==> src/rtl/dch_access_pkg.sv <==
// Constants shared by the signalling-channel access controller.
// Assumes a 32-bit APB master and a 96-bit terminal bus frame, one bit per link clock.
package dch_access_pkg;
  // APB register byte addresses
  localparam logic [7:0] MODE_ADDR = 8'h00;
  localparam logic [7:0] BUSCTL_ADDR = 8'h04;
  localparam logic [7:0] CMDOUT_ADDR = 8'h08;
  localparam logic [7:0] STATUS_ADDR = 8'h0C;
  // Reset values
  localparam logic [2:0] MODE_RST = 3'h0;
  localparam logic [3:0] CMD_CODE_RST = 4'hF;
  localparam logic [2:0] ARB_ADDR_RST = 3'h7;
  // Field positions in the command-out register
  localparam int CMD_CODE_LSB = 0;
  localparam int BUS_TAKEN_POS = 4;
  localparam int ARB_ADDR_LSB = 5;
  localparam int CLASS_POS = 8;
  // Disable bit of the terminal bus control register
  localparam int BUSCTL_DIS_POS = 4;
  // Frame layout
  localparam logic [6:0] FRAME_LAST_BIT = 7'h5F;
  localparam logic [3:0] CI0_OCTET = 4'h3;
  localparam logic [3:0] ARB_OCTET = 4'hB;
  localparam logic [2:0] CI_MSB_POS = 3'h5;
  localparam logic [2:0] CI_LSB_POS = 3'h2;
  localparam logic [2:0] BAC_POS = 3'h5;
  localparam logic [2:0] ARB_MSB_POS = 3'h4;
  localparam logic [2:0] ARB_LSB_POS = 3'h2;
  localparam logic [2:0] DEFAULT_ADDR = 3'h7;
  // Bus-free frames needed after an access, minus one
  localparam logic [1:0] FREE_FRAMES_LAST = 2'h1;
  // Echo runs of ones before transmission
  localparam logic [3:0] RUN_CLASS1 = 4'h8;
  localparam logic [3:0] RUN_CLASS2 = 4'hA;
  localparam logic [3:0] RUN_MAX = 4'hF;
  // Terminal bus arbitration states
  typedef enum logic [1:0] {
    TIC_IDLE = 2'b00,
    TIC_ADDR = 2'b01,
    TIC_OWN = 2'b11,
    TIC_BACKOFF = 2'b10
  } tic_state_t;
  // Echo access states
  typedef enum logic {
    S_MON = 1'b0,
    S_SEND = 1'b1
  } s_state_t;
endpackage

==> src/rtl/dch_access.sv <==
// Signalling-channel access controller: terminal bus arbitration and echo-bit priority.
// Assumes link clock, frame sync and upstream line are asynchronous pins; HDLC and
// transceiver strobes come from logic on I_CLK.
//
// Added by the designer: the APB slave port and the placing of the registers.
`timescale 1ns/10ps
module dch_access (
  // Clock and reset
  input wire logic I_CLK,
  input wire logic I_RST,
  // APB slave
  input wire logic I_PSEL,
  input wire logic I_PENABLE,
  input wire logic I_PWRITE,
  input wire logic [7:0] I_PADDR,
  input wire logic [31:0] I_PWDATA,
  output logic [31:0] O_PRDATA,
  output logic O_PREADY,
  output logic O_PSLVERR,
  // Terminal bus pins
  input wire logic I_LINK_CLK,
  input wire logic I_FRAME_SYNC,
  input wire logic I_UPSTREAM,
  output logic O_UPSTREAM,
  output logic O_UPSTREAM_OE,
  output logic O_DOWNSTREAM,
  // HDLC side
  input wire logic I_HDLC_PENDING,
  input wire logic I_SIG_FRAME,
  input wire logic I_D_TX_BIT,
  input wire logic I_FRAME_DONE,
  output logic O_D_GRANT,
  // Transceiver side
  input wire logic I_S_ACTIVE,
  input wire logic I_ECHO_VALID,
  input wire logic I_ECHO_BIT,
  output logic O_S_D_BIT
);
  import dch_access_pkg::*;

  logic [2:0] mode_reg;
  logic busctl_dis_reg;
  logic [3:0] cmd_code_reg;
  logic bus_taken_reg;
  logic [2:0] arb_addr_reg;
  logic class1_reg;
  logic collision_reg;
  logic [31:0] prdata_reg;
  logic slverr_reg;
  logic lclk_s1, lclk_s2, lclk_s3;
  logic fsync_s1, fsync_s2, fsync_s3;
  logic up_s1, up_s2;
  logic [6:0] bit_cnt_reg;
  logic [6:0] bit_cnt_next;
  logic du_low_reg;
  logic du_low_next;
  tic_state_t tic_state_reg;
  logic [1:0] free_cnt_reg;
  logic seen7_reg;
  logic default_acc_reg;
  s_state_t s_state_reg;
  logic [3:0] echo_cnt_reg;
  logic low_level_reg;
  logic sent_bit_reg;
  logic lclk_rise, lclk_fall, fsync_rise;
  logic tic_en, echo_en, tic_req;
  logic [3:0] cur_octet;
  logic [2:0] cur_pos;
  logic in_arb_octet;
  logic addr_lose;
  logic use_class1;
  logic [3:0] need;
  logic collide;
  logic stop_go;
  logic wr_en, setup;

  // Octet index and bit position (MSB sent first) of a frame bit
  function automatic logic [3:0] octet_of(input logic [6:0] b);
    octet_of = b[6:3];
  endfunction
  function automatic logic [2:0] pos_of(input logic [6:0] b);
    pos_of = 3'h7 - b[2:0];
  endfunction

  // Mode decode; the extra control bit lets software park arbitration
  assign tic_en = (mode_reg[2:1] == 2'b00) && !busctl_dis_reg;
  assign echo_en = (mode_reg[2] == 1'b0) && mode_reg[0];
  assign tic_req = bus_taken_reg | I_HDLC_PENDING;

  // APB: zero wait states, read data and error captured in the setup cycle
  assign setup = I_PSEL && !I_PENABLE;
  assign wr_en = I_PSEL && I_PENABLE && I_PWRITE;
  assign O_PREADY = 1'b1;
  assign O_PRDATA = prdata_reg;
  assign O_PSLVERR = slverr_reg && I_PSEL && I_PENABLE;

  // Software registers
  always_ff @(posedge I_CLK) begin
    if (I_RST) begin
      mode_reg <= MODE_RST;
      busctl_dis_reg <= 1'b0;
      cmd_code_reg <= CMD_CODE_RST;
      bus_taken_reg <= 1'b0;
      arb_addr_reg <= ARB_ADDR_RST;
      class1_reg <= 1'b0;
    end else if (wr_en) begin
      if (I_PADDR == MODE_ADDR) begin
        mode_reg <= I_PWDATA[2:0];
      end else if (I_PADDR == BUSCTL_ADDR) begin
        busctl_dis_reg <= I_PWDATA[BUSCTL_DIS_POS];
      end else if (I_PADDR == CMDOUT_ADDR) begin
        cmd_code_reg <= I_PWDATA[CMD_CODE_LSB +: 4];
        bus_taken_reg <= I_PWDATA[BUS_TAKEN_POS];
        arb_addr_reg <= I_PWDATA[ARB_ADDR_LSB +: 3];
        class1_reg <= I_PWDATA[CLASS_POS];
      end
    end
  end

  // Read mux, registered so data is steady for the whole access phase
  always_ff @(posedge I_CLK) begin
    if (I_RST) begin
      prdata_reg <= 32'h0;
      slverr_reg <= 1'b0;
    end else if (setup) begin
      slverr_reg <= 1'b0;
      if (I_PADDR == MODE_ADDR) begin
        prdata_reg <= {29'h0, mode_reg};
      end else if (I_PADDR == BUSCTL_ADDR) begin
        prdata_reg <= {27'h0, busctl_dis_reg, 4'h0};
      end else if (I_PADDR == CMDOUT_ADDR) begin
        prdata_reg <= {23'h0, class1_reg, arb_addr_reg, bus_taken_reg, cmd_code_reg};
      end else if (I_PADDR == STATUS_ADDR) begin
        prdata_reg <= {21'h0, collision_reg, echo_cnt_reg, low_level_reg, s_state_reg == S_SEND,
                       stop_go, tic_state_reg == TIC_BACKOFF, O_D_GRANT, tic_state_reg == TIC_OWN};
      end else begin
        prdata_reg <= 32'h0;
        slverr_reg <= 1'b1;
      end
    end
  end

  // Pin synchronisers; only the second stage and later are read
  always_ff @(posedge I_CLK) begin
    if (I_RST) begin
      {lclk_s1, lclk_s2, lclk_s3} <= 3'h0;
      {fsync_s1, fsync_s2, fsync_s3} <= 3'h0;
      {up_s1, up_s2} <= 2'h3;
    end else begin
      {lclk_s1, lclk_s2, lclk_s3} <= {I_LINK_CLK, lclk_s1, lclk_s2};
      {fsync_s1, fsync_s2, fsync_s3} <= {I_FRAME_SYNC, fsync_s1, fsync_s2};
      {up_s1, up_s2} <= {I_UPSTREAM, up_s1};
    end
  end
  assign lclk_rise = lclk_s2 && !lclk_s3;
  assign lclk_fall = !lclk_s2 && lclk_s3;
  assign fsync_rise = fsync_s2 && !fsync_s3;

  // Bit position: advanced on each link clock rise, realigned only by a frame sync rise seen in that same cycle
  always_comb begin
    if (fsync_rise || bit_cnt_reg == FRAME_LAST_BIT) begin
      bit_cnt_next = 7'h0;
    end else begin
      bit_cnt_next = bit_cnt_reg + 7'h1;
    end
  end
  always_ff @(posedge I_CLK) begin
    if (I_RST) begin
      bit_cnt_reg <= 7'h0;
    end else if (lclk_rise) begin
      bit_cnt_reg <= bit_cnt_next;
    end
  end
  assign cur_octet = octet_of(bit_cnt_reg);
  assign cur_pos = pos_of(bit_cnt_reg);
  assign in_arb_octet = cur_octet == ARB_OCTET;

  // Upstream drive: open drain, we only ever pull low, so a zero wins
  always_comb begin
    du_low_next = 1'b0;
    if (octet_of(bit_cnt_next) == CI0_OCTET && pos_of(bit_cnt_next) <= CI_MSB_POS &&
        pos_of(bit_cnt_next) >= CI_LSB_POS) begin
      du_low_next = !cmd_code_reg[2'(pos_of(bit_cnt_next) - CI_LSB_POS)];
    end else if (octet_of(bit_cnt_next) == ARB_OCTET) begin
      if (pos_of(bit_cnt_next) == BAC_POS) begin
        du_low_next = tic_state_reg == TIC_OWN;
      end else if (tic_state_reg == TIC_ADDR && pos_of(bit_cnt_next) <= ARB_MSB_POS &&
                   pos_of(bit_cnt_next) >= ARB_LSB_POS) begin
        du_low_next = !arb_addr_reg[2'(pos_of(bit_cnt_next) - ARB_LSB_POS)];
      end
    end
  end
  always_ff @(posedge I_CLK) begin
    if (I_RST) begin
      du_low_reg <= 1'b0;
    end else if (lclk_rise) begin
      du_low_reg <= du_low_next;
    end
  end
  assign O_UPSTREAM = 1'b0;
  assign O_UPSTREAM_OE = du_low_reg;

  // A driven one read back as zero means a lower address is on the line
  assign addr_lose = tic_state_reg == TIC_ADDR && lclk_fall && in_arb_octet &&
                     cur_pos <= ARB_MSB_POS && cur_pos >= ARB_LSB_POS &&
                     arb_addr_reg[2'(cur_pos - ARB_LSB_POS)] && !up_s2;

  // Arbitration, sampled on the link clock fall in the middle of each bit
  always_ff @(posedge I_CLK) begin
    if (I_RST || !tic_en) begin
      tic_state_reg <= TIC_IDLE;
      free_cnt_reg <= 2'h0;
    end else if (lclk_fall && in_arb_octet) begin
      case (tic_state_reg)
        TIC_IDLE: begin
          if (cur_pos == BAC_POS && tic_req && up_s2) begin
            tic_state_reg <= TIC_ADDR;
          end
        end
        TIC_ADDR: begin
          if (addr_lose) begin
            tic_state_reg <= TIC_IDLE;
          end else if (cur_pos == ARB_LSB_POS) begin
            tic_state_reg <= TIC_OWN;
          end
        end
        TIC_OWN: begin
          if (cur_pos == BAC_POS && !tic_req) begin
            tic_state_reg <= TIC_BACKOFF;
            free_cnt_reg <= 2'h0;
          end
        end
        TIC_BACKOFF: begin
          if (cur_pos == BAC_POS) begin
            if (!up_s2) begin
              free_cnt_reg <= 2'h0;
            end else if (free_cnt_reg == FREE_FRAMES_LAST) begin
              tic_state_reg <= TIC_IDLE;
            end else begin
              free_cnt_reg <= free_cnt_reg + 2'h1;
            end
          end
        end
        default: tic_state_reg <= TIC_IDLE;
      endcase
    end
  end

  // Default access: an idle line shows bus free and address 7
  always_ff @(posedge I_CLK) begin
    if (I_RST) begin
      seen7_reg <= 1'b0;
      default_acc_reg <= 1'b0;
    end else if (lclk_fall && in_arb_octet) begin
      if (cur_pos == BAC_POS) begin
        seen7_reg <= up_s2;
      end else if (cur_pos <= ARB_MSB_POS && cur_pos >= ARB_LSB_POS) begin
        seen7_reg <= seen7_reg && up_s2;
      end
      if (cur_pos == ARB_LSB_POS) begin
        default_acc_reg <= seen7_reg && up_s2 && arb_addr_reg == DEFAULT_ADDR;
      end
    end
  end
  assign O_D_GRANT = !tic_en || tic_state_reg == TIC_OWN || default_acc_reg;

  // Echo priority; signalling frames always take class 1
  assign use_class1 = I_SIG_FRAME || class1_reg;
  assign need = (use_class1 ? RUN_CLASS1 : RUN_CLASS2) + {3'h0, low_level_reg};
  assign collide = s_state_reg == S_SEND && I_ECHO_VALID && I_ECHO_BIT != sent_bit_reg;

  // Run-of-ones counter, saturating so long idle does not wrap into a false short run
  always_ff @(posedge I_CLK) begin
    if (I_RST || !echo_en || !I_S_ACTIVE) begin
      echo_cnt_reg <= 4'h0;
    end else if (I_ECHO_VALID) begin
      if (!I_ECHO_BIT) begin
        echo_cnt_reg <= 4'h0;
      end else if (echo_cnt_reg != RUN_MAX) begin
        echo_cnt_reg <= echo_cnt_reg + 4'h1;
      end
    end
  end

  // Send / monitor machine
  always_ff @(posedge I_CLK) begin
    if (I_RST || !echo_en || !I_S_ACTIVE) begin
      s_state_reg <= S_MON;
      sent_bit_reg <= 1'b1;
    end else begin
      case (s_state_reg)
        S_MON: begin
          sent_bit_reg <= 1'b1;
          if (I_HDLC_PENDING && echo_cnt_reg >= need) begin
            s_state_reg <= S_SEND;
          end
        end
        S_SEND: begin
          if (collide || I_FRAME_DONE) begin
            s_state_reg <= S_MON;
            sent_bit_reg <= 1'b1;
          end else if (I_ECHO_VALID) begin
            sent_bit_reg <= I_D_TX_BIT;
          end
        end
        default: s_state_reg <= S_MON;
      endcase
    end
  end
  assign O_S_D_BIT = sent_bit_reg;

  // Lowered level after a good frame, restored once a full lowered run was seen
  always_ff @(posedge I_CLK) begin
    if (I_RST) begin
      low_level_reg <= 1'b0;
    end else if (s_state_reg == S_SEND && I_FRAME_DONE && !collide) begin
      low_level_reg <= 1'b1;
    end else if (s_state_reg == S_MON && echo_cnt_reg >= need) begin
      low_level_reg <= 1'b0;
    end
  end

  // Collision flag: set wins over the clear caused by reading status
  always_ff @(posedge I_CLK) begin
    if (I_RST) begin
      collision_reg <= 1'b0;
    end else if (collide) begin
      collision_reg <= 1'b1;
    end else if (I_PSEL && I_PENABLE && !I_PWRITE && I_PADDR == STATUS_ADDR) begin
      collision_reg <= 1'b0;
    end
  end

  // Downstream: only the stop/go bit carries information, the rest idles high
  assign stop_go = echo_en && s_state_reg != S_SEND && echo_cnt_reg < need;
  always_ff @(posedge I_CLK) begin
    if (I_RST) begin
      O_DOWNSTREAM <= 1'b1;
    end else if (lclk_rise) begin
      O_DOWNSTREAM <= (octet_of(bit_cnt_next) == ARB_OCTET && pos_of(bit_cnt_next) == BAC_POS) ?
                      stop_go : 1'b1;
    end
  end
endmodule

==> config.mk <==
export PLATFORM = sky130hd
export DESIGN_NAME = dch_access
export DESIGN_NICKNAME = d
export VERILOG_FILES = /design/src/rtl/dch_access_pkg.sv /design/src/rtl/dch_access.sv
export SDC_FILE = /design/constraint.sdc
export NUM_CORES = 1
export LEC_CHECK = 0
export BUFFER_PORTS_ARGS = -buffer_cell sky130_fd_sc_hd__clkbuf_2
export CAP_MARGIN = 10
export CORE_UTILIZATION = 46
export DETAILED_ROUTE_END_ITERATION = 8
export MAX_ROUTING_LAYER = met4
export PLACE_DENSITY = 0.73
export SLEW_MARGIN = 10
export SYNTH_ARGS = -nofsm -noshare
export SYNTH_HDL_FRONTEND = slang
export SYNTH_SLANG_ARGS = --single-unit
export TNS_END_PERCENT = 10
==> constraint.sdc <==
create_clock -name I_CLK -period 2.4 [get_ports I_CLK]
set_input_delay 0.12 -clock I_CLK [delete_from_list [all_inputs] [get_ports I_CLK]]
set_output_delay 0.12 -clock I_CLK [all_outputs]
set_load 0.005 [all_outputs]
==> results_dict.tcl <==
set metrics [dict create \
    min_period_ns 2.09 \
    drive_gt1_frac 0.183 \
    synthMuxAreaShare 0.0795 \
    critical_path_class "register to register" \
    cts_tree "yes" \
    grt_start_max_net_pins 32 \
    drc 10 \
    max_freq_ghz 0.479 \
    port_buffers 47 \
    worstMarginPinSlew_ns 0.894 \
    synth_compound_area_frac 0.148 \
    syn_inst 375 \
    hold_depth 3 \
    clk_latency_ns 0.31 \
    fin_setup_tns_ns 0 \
    synth_area_leaders "dfxtp_1 (36%), mux2i_1 (6.1%), buf_4 (5.6%)" \
    synth_seq_cells 56 \
    vdd_drop_max_mv 0.366 \
    cts.path.max_buffers 2 \
    r2r_end "O_DOWNSTREAM" \
    antenna_found_initial 0 \
    numCtsBuffers 5 \
    fin_worst_skew_ns 0.00957 \
    synth_top_area_frac 0.361 \
    p_leak_uw 0.00148 \
    antenna_left 0 \
    critPathRequiredTime_ns 2.64 \
    synth-main-ff-cell "dfxtp_1" \
    startpoint "class1_reg" \
    initial_core_util 0.483 \
    synth_fa_ha_area_frac 0.0363 \
    crit_fanout 3 \
    r2r_slack_ns 0.31 \
    post_cts_resized 0 \
    utilization 0.530 \
    violations "DRC" \
    yosys.cell_types.count 56 \
    yosysSeqAreaShare 0.361 \
    synth_xor_area_frac 0.0226 \
    drv_cap 0 \
    drt-total-wl_um 6630 \
    grt_pass1_vias 2460 \
    critPathMaxStageDelay_ns 0.46 \
    min_period_over_period 0.870 \
    cp-start-kind "register" \
    die_h_um 84.1 \
    hp-class "input pin to register" \
    power_density_nw_per_um2 473 \
    first_iter_violations 175 \
    largest_register_ffs 11 \
    syn2layout_area_growth_pct 9.84 \
    netlist_area_sq_um 3100 \
    nets 479 \
    syn_avg_cell_area_sq_um 8.27 \
    run_status "finished, violations left" \
    vias_per_cell 5.43 \
    cp.arrival_ns 2.33 \
    globalRoute.totalOverflow 0 \
    fp-row-count 29 \
    dp_hpwl_um 5100 \
    vias 2677 \
    firstDrtPassIters 6 \
    final_cell_mix "dfxtp_1 (56), clkbuf_2 (47), nor2_1 (40)" \
    core_area_sq_um 6420 \
    slowest_stage "o31ai_1" \
    layout_commonest_cell "dfxtp_1" \
    clock_sink_count 56 \
    gp_routability_congestion 0.843 \
    finalMaxSlewViolations 0 \
    cp-end-kind "register" \
    hold_viol_final 0 \
    diodes 0 \
    clkTransAtPathRegs_ns 0.10 \
    synth_top_family_by_area "simple AND/OR/NAND/NOR gates" \
    yosys.area.top_type "dfxtp_1" \
    cts.htree.levels 2 \
    endpoint "O_DOWNSTREAM" \
    setup_ws_ns 0.313 \
    grt_pass1_wl_um 11300 \
    synthArstFlopShare 0 \
    slew_headroom 0.399 \
    die-area_sq_um 7080 \
    dp_slack_ns 0.359 \
    finalSetupViolCount 0 \
    synth_edf_count 0 \
    root_buffer "clkbuf_8" \
    track_usage 0.202 \
    crit_chain "or2_2 -> ha_1 -> nor2b_1 -> o31ai_1 -> a21oi_1 -> and4_1 -> o21ai_0" \
    r2r_cells 7 \
    synth-simple-area-share 0.262 \
    die-width_um 84.1 \
    ys_warn_count 0 \
    r2r_start "class1_reg" \
    power_uw 1610 \
    rsz0062_at_grt "false" \
    wl_per_cell_um 13.5 \
    boundaryPins 94 \
]
-- cells by family after synthesis --
group,count (synthesis)
other,2
AOI/OAI and AO/OA,69
xor gates and xnor gates,8
DFF,56
adders and majority gates,9
muxes,24
buffers and inverters,49
and+or+nand+nor,158
-- how the worst min path moves through the flow --
stage | start | end | slack, ns
floorplan | I_UPSTREAM | up_s1 | 0.22
global placement | I_UPSTREAM | up_s1 | 0.32
detailed placement | I_UPSTREAM | up_s1 | 0.32
CTS | I_PWDATA[6] | arb_addr_reg[1] | 0.02
global route | I_LINK_CLK | lclk_s1 | 0.005
finish | I_PWDATA[6] | arb_addr_reg[1] | 0.02
-- stage by stage --
stage / area (sq um) / hold slack [ns] / instances
final: 3410 / 0.0185 / 493
after global routing: 3410 / 0.00464 / 493
after CTS: 3410 / 0.0170 / 493
after detailed placement: 3300 / 0.318 / 484
after global placement: 3300 / 0.317 / 484
after floorplan: 3180 / 0.224 / 396
-- synth_stat cells, drive strengths merged (4+ instances only) --
cell,n
mux2,5
nor2,40
buf,27
a21oi,21
and3,7
mux2i,19
a31oi,4
inv,9
nand4,6
nand2,30
xor2,6
nor4,5
nand3,17
ha,9
nand2b,9
a22oi,5
nor2b,15
o211ai,4
or2,5
clkbuf,13
nor3,10
o21ai,10
dfxtp,56
-- power by group --
group | switching [uW] | leakage, uW | internal [uW] | total [uW]
logic | 80.6 | 0.000981 | 52.6 | 133
registers | 6.01 | 0.000453 | 936 | 942
clock network | 299 | 0.0000445 | 235 | 535
total | 386 | 0.00148 | 1220 | 1610
-- per-layer routing --
| metal | global-route usage | wire (um) | vias up |
|---|---|---|---|
| met4 | 0.0533 | 43 | 0 |
| met1 | 0.257 | 3080 | 1241 |
| li1 | - | - | 1356 |
| met2 | 0.329 | 3140 | 75 |
| met3 | 0.0376 | 374 | 5 |
| met5 | - | 0 | - |
-- cell type report --
type,instances,area (sq um)
repair buffers,52,275
fillers,605,3020
clock buffers,7,86.3
flip-flops and latches,56,1120
clock inverters,1,7.51
well taps,77,96.3
inverters,9,33.8
multi-input cells,291,1790
-- repair_timing --
item                                   in CTS  in global routing
endpoints found under the hold margin       1                  0
hold buffers                                1                  0
setup buffers                               0                  0
-- worst max-delay path: cells and delay by family, from the launching register on --
family / cells / cell delay (ns)
fa+ha+maj: 1 / 0.28
compound gates: 3 / 0.74
flops: 1 / 0.33
simple gates: 3 / 0.66
No activity file was read; power rests on OpenSTA's default activity.
